`config.mk`:
```
export PLATFORM = sky130hd
export DESIGN_NAME = ecr_regs
export DESIGN_NICKNAME = d
export VERILOG_FILES = /design/src/include/ecr_pkg.sv /design/src/design/ecr_synth_latch.sv /design/src/design/ecr_regs.sv
export SDC_FILE = /design/constraint.sdc
export NUM_CORES = 1
export LEC_CHECK = 0
export BUFFER_PORTS_ARGS = -buffer_cell sky130_fd_sc_hd__buf_4
export CAP_MARGIN = 40
export CORE_MARGIN = 8
export CORE_UTILIZATION = 58
export DETAILED_ROUTE_END_ITERATION = 10
export HOLD_SLACK_MARGIN = 0.05
export PLACE_DENSITY_LB_ADDON = 0.2
export SLEW_MARGIN = 25
export SYNTH_ARGS = -nofsm -noshare
export SYNTH_HDL_FRONTEND = slang
export SYNTH_HIERARCHICAL = 1
export SYNTH_SLANG_ARGS = --single-unit
```
`constraint.sdc`:
```
create_clock -name clock -period 2.6 [get_ports clock]
set_input_delay 0.26 -clock clock [delete_from_list [all_inputs] [get_ports clock]]
set_output_delay 0.26 -clock clock [all_outputs]
set_load 0.01 [all_outputs]
```
`src/include/ecr_pkg.sv`:
```
// Shared constants and carriers for the extended sequencer register bank
package ecr_pkg;

   // Host port request, one cycle wide
   typedef struct packed {
      logic       write;
      logic       read;
      logic       data_port;
      logic       mmio;
      logic [7:0] wdata;
   } ecr_io_req_s;

   // One clock synthesizer divider set
   typedef struct packed {
      logic [6:0] m;
      logic [1:0] r;
      logic [4:0] n;
   } ecr_synth_s;

   // Bank indices
   localparam logic [7:0] ECR_IDX_UNLOCK     = 8'h08;
   localparam logic [7:0] ECR_IDX_ACCESS     = 8'h09;
   localparam logic [7:0] ECR_IDX_MEMBUS     = 8'h0a;
   localparam logic [7:0] ECR_IDX_VIDCLK     = 8'h0b;
   localparam logic [7:0] ECR_IDX_CONNSYNC   = 8'h0d;
   localparam logic [7:0] ECR_IDX_MCLK_LOW   = 8'h10;
   localparam logic [7:0] ECR_IDX_MCLK_HIGH  = 8'h11;
   localparam logic [7:0] ECR_IDX_DOT_CLOCK_LOW   = 8'h12;
   localparam logic [7:0] ECR_IDX_DOT_CLOCK_HIGH  = 8'h13;
   localparam logic [7:0] ECR_IDX_SYNTH_LOAD = 8'h15;
   localparam logic [7:0] ECR_IDX_LOCK_FIRST = 8'h09;
   localparam logic [7:0] ECR_IDX_LOCK_LAST  = 8'h1c;

   // Unlock key sits in the low nibble only
   localparam logic [3:0] ECR_UNLOCK_KEY     = 4'h6;
   localparam int         ECR_UNLOCK_MSB     = 3;

   // Field positions
   localparam int ECR_BIT_MMIO_ONLY   = 7;
   localparam int ECR_BIT_PIX_DRIVE   = 5;
   localparam int ECR_BIT_SECOND_RAS  = 6;
   localparam int ECR_BIT_TWO_MCLK_WR = 7;
   localparam int ECR_BIT_DOT_EXT     = 0;
   localparam int ECR_BIT_CAPT_EXT    = 1;
   localparam int ECR_COLOR_MSB       = 7;
   localparam int ECR_COLOR_LSB       = 4;
   localparam int ECR_BIT_FC_ENABLE   = 0;
   localparam int ECR_BIT_FC_LOCAL    = 1;
   localparam int ECR_HSYNC_MSB       = 5;
   localparam int ECR_HSYNC_LSB       = 4;
   localparam int ECR_VSYNC_MSB       = 7;
   localparam int ECR_VSYNC_LSB       = 6;
   localparam int ECR_N_MSB           = 4;
   localparam int ECR_N_LSB           = 0;
   localparam int ECR_R_MSB           = 6;
   localparam int ECR_R_LSB           = 5;
   localparam int ECR_M_MSB           = 6;
   localparam int ECR_M_LSB           = 0;
   localparam int ECR_BIT_LOAD_MCLK   = 0;
   localparam int ECR_BIT_LOAD_DOT_CLOCK   = 1;
   localparam int ECR_BIT_LOAD_NOW    = 5;

   // Reset values
   localparam logic [7:0] ECR_RESET_BYTE  = 8'h00;
   localparam ecr_synth_s ECR_RESET_SYNTH = '0;

endpackage

```
`src/design/ecr_synth_latch.sv`:
```
`timescale 1ns/1ps
`default_nettype none

// Active divider set for one synthesizer; follows programmed values on load
module ecr_synth_latch
   import ecr_pkg::*;
(
   input  wire logic       clock,
   input  wire logic       reset_n,
   input  wire ecr_synth_s programmed,
   input  wire logic       load,
   output var  ecr_synth_s active
);

   ecr_synth_s next_active;

   // New dividers only reach the synthesizer on a load; with the load-now bit set every divider byte write is a load
   always_comb begin
      next_active = active;
      if (load) begin
         next_active = programmed;
      end
   end

   always_ff @(posedge clock or negedge reset_n) begin
      if (!reset_n) begin
         active <= ECR_RESET_SYNTH;
      end else begin
         active <= next_active;
      end
   end

endmodule

`default_nettype wire

```
`src/design/ecr_regs.sv`:
```
// Notes on behaviour
// - Bank writes at indices 09h-1Ch need unlock low nibble 0110b
// - MMIO-only bit makes port I/O ignored
// - Drive-enable bit keeps pixel bus driven
// - Two-clock memory write select bit
// - External video clock drives dot functions
// - Feature pixels captured on external clock
// - Feature input colour-mode code field
// - Feature connector enable and local-bus select
// - Horizontal and vertical sync power controls
// - Memory clock N, R, M dividers
// - Dot clock N, R, M dividers
// - Dividers apply on load bit or immediately
`timescale 1ns/1ps
`default_nettype none

module ecr_regs
   import ecr_pkg::*;
(
   input  wire logic        clock,
   input  wire logic        reset_n,
   input  wire ecr_io_req_s io_req,
   output logic [7:0]       io_rdata,
   output logic             io_rvalid,
   output logic             bank_unlocked,
   output logic             mmio_only,
   output logic             pixel_bus_drive,
   output logic             second_row_strobe_en,
   output logic             mem_write_two_clocks,
   output logic             dot_clock_from_ext,
   output logic             capture_on_ext_clock,
   output logic [3:0]       feature_color_mode,
   output logic             feature_enable,
   output logic             local_peripheral_bus_sel,
   output logic [1:0]       hsync_control,
   output logic [1:0]       vsync_control,
   output ecr_synth_s       memclk_active,
   output ecr_synth_s       dotclk_active
);

   // Stored bytes
   logic [7:0] index;
   logic [7:0] bank_unlock;
   logic [7:0] access_mode_select;
   logic [7:0] memory_bus_options;
   logic [7:0] video_input_clocking;
   logic [7:0] connector_and_sync_control;
   logic [7:0] memclk_divider_low;
   logic [7:0] memclk_divider_high;
   logic [7:0] dotclk_divider_low;
   logic [7:0] dotclk_divider_high;
   logic [7:0] synth_load_control;
   logic       load_mem;
   logic       load_dot;
   logic       unlocked_q;

   logic [7:0] next_index;
   logic [7:0] next_bank_unlock;
   logic [7:0] next_access_mode_select;
   logic [7:0] next_memory_bus_options;
   logic [7:0] next_video_input_clocking;
   logic [7:0] next_connector_and_sync_control;
   logic [7:0] next_memclk_divider_low;
   logic [7:0] next_memclk_divider_high;
   logic [7:0] next_dotclk_divider_low;
   logic [7:0] next_dotclk_divider_high;
   logic [7:0] next_synth_load_control;
   logic [7:0] next_io_rdata;
   logic       next_io_rvalid;
   logic       next_load_mem;
   logic       next_load_dot;
   logic       next_unlocked_q;

   logic       access_ok;
   logic       key_ok;
   logic       in_locked_range;
   logic       data_write;
   logic       bank_write_ok;
   logic       load_now;
   logic [7:0] read_byte;
   ecr_synth_s memclk_programmed;
   ecr_synth_s dotclk_programmed;

   // Port I/O is shut out once the MMIO-only bit is set
   assign access_ok = io_req.mmio
                    | ~access_mode_select[ECR_BIT_MMIO_ONLY];

   // Only the low nibble of the unlock byte is compared
   assign key_ok = (bank_unlock[ECR_UNLOCK_MSB:0] == ECR_UNLOCK_KEY);
   assign in_locked_range = (index >= ECR_IDX_LOCK_FIRST)
                          & (index <= ECR_IDX_LOCK_LAST);
   assign data_write = access_ok & io_req.write & io_req.data_port;
   assign bank_write_ok = data_write & (~in_locked_range | key_ok);
   assign load_now = synth_load_control[ECR_BIT_LOAD_NOW];

   // Divider fields as the synthesizers see them
   assign memclk_programmed.n =
      memclk_divider_low[ECR_N_MSB:ECR_N_LSB];
   assign memclk_programmed.r =
      memclk_divider_low[ECR_R_MSB:ECR_R_LSB];
   assign memclk_programmed.m =
      memclk_divider_high[ECR_M_MSB:ECR_M_LSB];
   assign dotclk_programmed.n =
      dotclk_divider_low[ECR_N_MSB:ECR_N_LSB];
   assign dotclk_programmed.r =
      dotclk_divider_low[ECR_R_MSB:ECR_R_LSB];
   assign dotclk_programmed.m =
      dotclk_divider_high[ECR_M_MSB:ECR_M_LSB];

   // Read multiplexer; unmapped indices read as zero
   always_comb begin
      case (index)
         ECR_IDX_UNLOCK:     read_byte = bank_unlock;
         ECR_IDX_ACCESS:     read_byte = access_mode_select;
         ECR_IDX_MEMBUS:     read_byte = memory_bus_options;
         ECR_IDX_VIDCLK:     read_byte = video_input_clocking;
         ECR_IDX_CONNSYNC:   read_byte = connector_and_sync_control;
         ECR_IDX_MCLK_LOW:   read_byte = memclk_divider_low;
         ECR_IDX_MCLK_HIGH:  read_byte = memclk_divider_high;
         ECR_IDX_DOT_CLOCK_LOW:   read_byte = dotclk_divider_low;
         ECR_IDX_DOT_CLOCK_HIGH:  read_byte = dotclk_divider_high;
         ECR_IDX_SYNTH_LOAD: read_byte = synth_load_control;
         default:            read_byte = ECR_RESET_BYTE;
      endcase
   end

   // Next values for the register file and the load strobes
   always_comb begin
      next_index                      = index;
      next_bank_unlock                = bank_unlock;
      next_access_mode_select         = access_mode_select;
      next_memory_bus_options         = memory_bus_options;
      next_video_input_clocking       = video_input_clocking;
      next_connector_and_sync_control = connector_and_sync_control;
      next_memclk_divider_low         = memclk_divider_low;
      next_memclk_divider_high        = memclk_divider_high;
      next_dotclk_divider_low         = dotclk_divider_low;
      next_dotclk_divider_high        = dotclk_divider_high;
      next_synth_load_control         = synth_load_control;
      next_load_mem                   = 1'b0;
      next_load_dot                   = 1'b0;
      // Index port write selects the register for the data port
      if (access_ok && io_req.write && !io_req.data_port) begin
         next_index = io_req.wdata;
      end
      // Whole bytes are stored, reserved bits included
      if (bank_write_ok) begin
         case (index)
            ECR_IDX_UNLOCK:     next_bank_unlock = io_req.wdata;
            ECR_IDX_ACCESS:     next_access_mode_select = io_req.wdata;
            ECR_IDX_MEMBUS:     next_memory_bus_options = io_req.wdata;
            ECR_IDX_VIDCLK:     next_video_input_clocking = io_req.wdata;
            ECR_IDX_CONNSYNC:   next_connector_and_sync_control = io_req.wdata;
            ECR_IDX_MCLK_LOW: begin
               next_memclk_divider_low = io_req.wdata;
               next_load_mem = load_now;
            end
            ECR_IDX_MCLK_HIGH: begin
               next_memclk_divider_high = io_req.wdata;
               next_load_mem = load_now;
            end
            ECR_IDX_DOT_CLOCK_LOW: begin
               next_dotclk_divider_low = io_req.wdata;
               next_load_dot = load_now;
            end
            ECR_IDX_DOT_CLOCK_HIGH: begin
               next_dotclk_divider_high = io_req.wdata;
               next_load_dot = load_now;
            end
            ECR_IDX_SYNTH_LOAD: begin
               next_synth_load_control = io_req.wdata;
               next_load_mem = io_req.wdata[ECR_BIT_LOAD_MCLK]
                             | io_req.wdata[ECR_BIT_LOAD_NOW];
               next_load_dot = io_req.wdata[ECR_BIT_LOAD_DOT_CLOCK]
                             | io_req.wdata[ECR_BIT_LOAD_NOW];
            end
            default: begin
            end
         endcase
      end
   end

   // Reads answer one cycle later; ignored port reads give no answer
   // A read beside a write in one cycle sees the byte before the write
   always_comb begin
      next_io_rvalid = 1'b0;
      next_io_rdata  = io_rdata;
      if (access_ok && io_req.read) begin
         next_io_rvalid = 1'b1;
         next_io_rdata  = io_req.data_port ? read_byte : index;
      end
   end

   // Answer registers; data holds until the next answered read
   always_ff @(posedge clock or negedge reset_n) begin
      if (!reset_n) begin
         io_rdata  <= ECR_RESET_BYTE;
         io_rvalid <= 1'b0;
      end else begin
         io_rdata  <= next_io_rdata;
         io_rvalid <= next_io_rvalid;
      end
   end

   // Unlock status flag follows the key, as a readable level
   // Software sees the key a cycle late; write gating uses it live
   always_comb begin
      next_unlocked_q = key_ok;
   end

   // Status flag register; reset shows the bank as locked
   always_ff @(posedge clock or negedge reset_n) begin
      if (!reset_n) begin
         unlocked_q <= 1'b0;
      end else begin
         unlocked_q <= next_unlocked_q;
      end
   end

   // Everything resets to zero, which leaves the bank locked
   always_ff @(posedge clock or negedge reset_n) begin
      if (!reset_n) begin
         index                      <= ECR_RESET_BYTE;
         bank_unlock                <= ECR_RESET_BYTE;
         access_mode_select         <= ECR_RESET_BYTE;
         memory_bus_options         <= ECR_RESET_BYTE;
         video_input_clocking       <= ECR_RESET_BYTE;
         connector_and_sync_control <= ECR_RESET_BYTE;
         memclk_divider_low         <= ECR_RESET_BYTE;
         memclk_divider_high        <= ECR_RESET_BYTE;
         dotclk_divider_low         <= ECR_RESET_BYTE;
         dotclk_divider_high        <= ECR_RESET_BYTE;
         synth_load_control         <= ECR_RESET_BYTE;
      end else begin
         index                      <= next_index;
         bank_unlock                <= next_bank_unlock;
         access_mode_select         <= next_access_mode_select;
         memory_bus_options         <= next_memory_bus_options;
         video_input_clocking       <= next_video_input_clocking;
         connector_and_sync_control <= next_connector_and_sync_control;
         memclk_divider_low         <= next_memclk_divider_low;
         memclk_divider_high        <= next_memclk_divider_high;
         dotclk_divider_low         <= next_dotclk_divider_low;
         dotclk_divider_high        <= next_dotclk_divider_high;
         synth_load_control         <= next_synth_load_control;
      end
   end

   // Load strobes last one cycle; stored load bits never self-clear
   always_ff @(posedge clock or negedge reset_n) begin
      if (!reset_n) begin
         load_mem <= 1'b0;
         load_dot <= 1'b0;
      end else begin
         load_mem <= next_load_mem;
         load_dot <= next_load_dot;
      end
   end

   // Control outputs other than bank_unlocked and the two active divider sets are plain slices of stored bytes
   assign bank_unlocked            = unlocked_q;
   assign mmio_only                = access_mode_select[ECR_BIT_MMIO_ONLY];
   assign pixel_bus_drive          =
      memory_bus_options[ECR_BIT_PIX_DRIVE];
   assign second_row_strobe_en     =
      memory_bus_options[ECR_BIT_SECOND_RAS];
   assign mem_write_two_clocks     =
      memory_bus_options[ECR_BIT_TWO_MCLK_WR];
   assign dot_clock_from_ext       =
      video_input_clocking[ECR_BIT_DOT_EXT];
   assign capture_on_ext_clock     =
      video_input_clocking[ECR_BIT_CAPT_EXT];
   assign feature_color_mode       =
      video_input_clocking[ECR_COLOR_MSB:ECR_COLOR_LSB];
   assign feature_enable           =
      connector_and_sync_control[ECR_BIT_FC_ENABLE];
   assign local_peripheral_bus_sel =
      connector_and_sync_control[ECR_BIT_FC_LOCAL];
   assign hsync_control            =
      connector_and_sync_control[ECR_HSYNC_MSB:ECR_HSYNC_LSB];
   assign vsync_control            =
      connector_and_sync_control[ECR_VSYNC_MSB:ECR_VSYNC_LSB];

   // Load is one cycle behind the write so the programmed byte has settled
   ecr_synth_latch u_memclk (
      .clock      (clock),
      .reset_n    (reset_n),
      .programmed (memclk_programmed),
      .load       (load_mem),
      .active     (memclk_active)
   );

   ecr_synth_latch u_dotclk (
      .clock      (clock),
      .reset_n    (reset_n),
      .programmed (dotclk_programmed),
      .load       (load_dot),
      .active     (dotclk_active)
   );

endmodule

`default_nettype wire

```
-- After elaboration in Yosys (flattened, before gate mapping)
Cells that the tools add are included.
- $lt $le $gt $ge: 2
- eq/ne operators: 11
- mux-type cells: 7
- bitwise operators: 10
- reductions and logical operators: 16
- operators with widths (cell ; count):
    8-bit one-hot mux with 10 select lines ; 1
    8-bit by 4-bit == test with 1-bit output (second input constant) ; 5
    8-bit by 5-bit == test with 1-bit output (second input constant) ; 5
    2-bit AND reduction ; 10
    8-bit by 4-bit >= comparator with 1-bit output (second input constant) ; 1
    8-bit by 5-bit <= comparator with 1-bit output (second input constant) ; 1
    8-bit 2-to-1 mux ; 1
    1-bit bitwise AND ; 4
    4-bit by 3-bit == test with 1-bit output (second input constant) ; 1
    1-bit bitwise OR ; 4
    1-bit one-hot mux with 2 select lines ; 2
    2-bit OR reduction ; 2
    1-bit logical AND ; 3
    1-bit 2-to-1 mux ; 3
    1-bit NOT ; 2
    1-bit logical NOT ; 1
- register bits: 128
- input port bits: 14
- output and inout port bits: 54

-- Depth between registers and ports, before layout
- word-level depth: 6
- depth in mapped cells: 8
- mapped depth without buffers: 6

-- By module
The synthesis kept the hierarchy.
- by module, submodules not included (module ; instances ; cells each ; area each (um^2) ; sequential area each (um^2)):
    ecr_regs ; 1 ; 386 ; 4810.9 ; 2502.4
    ecr_synth_latch ; 2 ; 29 ; 519.2 ; 350.3

-- Least setup slack after synthesis
OpenSTA, ideal clock, no wires.
- path type: register to register
- from: reg index[0]
- to: reg access_mode_select[0]
- data arrival time: 1.859 ns
- required time: 2.475 ns
- setup slack: 0.616 ns
- stages on the path, launching flop included: 9
- buffers on the path: 3
- clock period less this slack: 1.984 ns
- cells stage by stage: dfrtp_1 -> buf_2 -> o31a_1 -> o21bai_2 -> o21a_1 -> buf_2 -> and3_1 -> buf_2 -> mux2_2
- word-level cells in the longest chain between the ends: 6
- RTL lines (element ; RTL line ; RTL):
    from (decl) ; ecr_regs.sv:42 ; logic [7:0] index;
    from (signal assigned) ; ecr_regs.sv:235 ; index <= next_index;
    8-bit by 4-bit >= comparator with 1-bit output / 8-bit by 5-bit <= comparator with 1-bit output (equally long branches) ; ecr_regs.sv:90, ecr_regs.sv:91 ;
    1-bit bitwise AND ; ecr_regs.sv:91 ; & (index <= ECR_IDX_LOCK_LAST);
    1-bit NOT ; ecr_regs.sv:93 ; assign bank_write_ok = data_write & (~in_locked_range | key_ok);
    1-bit bitwise OR ; ecr_regs.sv:93 ;
    1-bit bitwise AND ; ecr_regs.sv:93 ;
    2-bit AND reduction (no source line) (*) ; n/a ;
    to (signal assigned) ; ecr_regs.sv:237 ; access_mode_select <= next_access_mode_select;
    to (decl) ; ecr_regs.sv:44 ; logic [7:0] access_mode_select;
Mark *: on every way between the ends. The rest lies on a longest branch, timed or not.
A chain may end at the register's enable or synchronous reset.

-- Final worst setup path
- from: reg index[1]
- to: reg access_mode_select[2]
Same word-level chain as after synthesis.

==> metrics.yaml <==
fin_worst_skew_ns: 0.005396
clock_path_buffers: 2
critPathMaxStageDelay_ns: 0.51
period_minus_slack_ns: 2.313
h-tree-depth: 4
layout_common_cells: "dfrtp_1, mux2_2, buf_4, clkbuf_16"
setup_viol: 0
synthTopCellsByArea: "dfrtp_1, mux2_2, a22oi_1"
routed_wl_mm: 15.93
synth_edf_count: 0
syn_to_final_growth_pct: 19.87
cts_sinks: 128
pwr-share-comb: 0.121
die_width_um: 116.4
antenna_found_initial: 0
fmax_mhz: 432.4
final_common_cell: "dfrtp_1"
clockRootBuffer: "clkbuf_8"
cap_viol_max_count: 0
power.density_nw_per_um2: 690.9
place.gp.congestion: 0.8856
die_y_um: 116.4
vias: 4086
initial_core_util: 0.5984
synthDistinctLibCells: 58
yosysWarnings: 6
power.leakage_nw: 3.426
ys_async_sr_fraction: 1.000
arrival_ns: 2.73
worstPathCellList: "o31a_1 > o21bai_2 > o21a_1 > and3_1 > mux2_2"
wire_per_inst_um: 24.17
synthFlopType: "dfrtp_1"
cp_top_family: "compound AO/OA/AOI/OAI gates"
yosysSeqAreaShare: 0.5476
dieArea_um2: 13550
dp.cells: 627
clk_pin_slew_worst_paths_ns: 0.06
seq_power_share: 0.458
finalNetCount: 528
post_cts_buffers: 0
drt_first_iter_violations: 357
cts_hold_buf: 1
io_pins: 68
fin_area_um2: 7012
placed_area_um2: 6497
ant_nets: 0
clkPwrFrac: 0.422
syn-instance-count: 444
fillers: 711
cts_resized: 0
path_class: "register to register"
dp_hpwl_mm: 11.08
timing.final.crit_share: 0.8895
yosysTopAreaCellShare: 0.5476
critPathLaunchType: "register"
drc: 0
critPathLaunch: "index[1]"
first_global_vias: 4296
core_area_um2: 9774
cts_inserted_buffers: 17
grt_pass1_wl_mm: 24.89
antenna_cells_inserted: 0
cp_slowest_cell: "and3_1"
grt_max_degree: 50
vias_per_cell: 6.200
final_cells: 659
top_regs: "u_dotclk/active x14, u_memclk/active x14"
cp_max_fo: 8
syn_avg_cell_area_um2: 13.17
final_hold_viol_count: 0
power_switching_mw: 1.313
yosys_register_bits: 128
fin_tns_setup_ns: 0
critPathRequiredTime_ns: 3.02
status: "completed"
vdd_drop_max_mv: 0.4149
r2r_setup_slack_ns: 0.29
grt_use_total: 0.2522
drive_gt1_frac: 0.4810
synthesis.nets: 458
max_slew_margin: 0.5938
cp-end-kind: "register"
path_buf_inv: 0
min_from: "io_req[1]"
cts_tree: "yes"
clkLatencyLatePin_ns: 0.54
tightestPinTransition_ns: 0.6094
synthesis.area_um2: 5849
synth_top_area_cell: "dfrtp_1"
total_power_mw: 4.845
rsz0062_at_grt: "no"
swShare: 0.2710
hold_class: "input pin to register"
firstDrtPassIters: 6
rr_startpoint: "index[1]"
core.rowCount: 36
maxSlewViolCount: 0
gr-total-overflow: 0
io_buffers: 67
p_int_mw: 3.532
[final timing paths]
kind / depth (start not counted) / endpoint
max: 5 / access_mode_select[2]
min: 3 / index[1]
max reg2reg: 5 / access_mode_select[2]
min reg2reg: 1 / bank_unlocked
max in group asynchronous: 3 / bank_unlock[2]
min in group asynchronous: 2 / video_input_clocking[6]
[final cells by class]
class / instances / area (um2) / area share
Sequential cell: 128 / 3203 / 0.4568
Multi-Input combinational cell: 275 / 2435 / 0.3473
Timing Repair Buffer: 88 / 688.2 / 0.09814
Clock buffer: 20 / 435.4 / 0.06210
Tap cell: 133 / 166.4 / 0.02373
Clock inverter: 11 / 68.82 / 0.009814
Inverter: 4 / 15.01 / 0.002141
[synth_stat cells (2+ instances only)]
cell / n
nand4_1: 3
a21oi_1: 11
nor3_4: 3
inv_1: 4
o21ai_0: 14
a22oi_1: 15
buf_6: 2
nand2b_1: 5
o21ai_1: 2
nand2_1: 12
o22ai_1: 6
o311ai_0: 2
nand3_2: 3
a31oi_1: 3
nand4_2: 2
mux2_2: 120
o2111ai_1: 2
o221a_2: 2
dfrtp_1: 128
clkbuf_1: 18
buf_4: 9
and3_1: 6
a21boi_0: 2
nand3_1: 15
buf_2: 7
nor2b_1: 4
mux2i_1: 9
o32a_1: 2
nor2_1: 4
[metrics by stage]
stage               worst slack, ns  hold slack [ns]    util
finish                       0.2872          0.08403  0.7174
global route                 0.1748          0.08531  0.7174
floorplan                    0.6159         -0.03559       -
CTS                          0.3187          0.07592  0.7174
detailed placement           0.3236           0.2297  0.6647
global placement             0.2999           0.2333  0.6647
[power groups by stage]
stage               Combinational, mW  Clock, mW  Sequential (mW)
floorplan                       0.333          0             2.22
detailed placement              0.577          0             2.25
finish                          0.585       2.04             2.22
CTS                             0.582       2.05             2.21
global route                    0.629       2.16             2.23
global placement                0.570          0             2.24
[per-layer routing]
metal  track usage  part of all wire
met5             0                 0
met4        0.1054             0.029
met3       0.07291             0.076
met2        0.3852              0.47
met1        0.3302              0.42
[worst reg2reg max path, cell delays in order, from the launching register on]
cell      delay [ns]
dfrtp_1         0.43
o31a_1          0.32
o21bai_2        0.19
o21a_1          0.34
and3_1          0.51
mux2_2          0.40
[logic make-up (layout without fill, tap and decap cells)]
kind of cell | count (synthesis) | count (layout) | share of synthesized area
muxes | 130 | 130 | 0.2503
DFF | 128 | 128 | 0.5476
AOI/OAI and AO/OA | 76 | 76 | 0.09006
and+or+nand+nor | 69 | 69 | 0.07594
buffers and inverters | 41 | 123 | 0.03615
No activity file was read; power rests on OpenSTA's default activity.
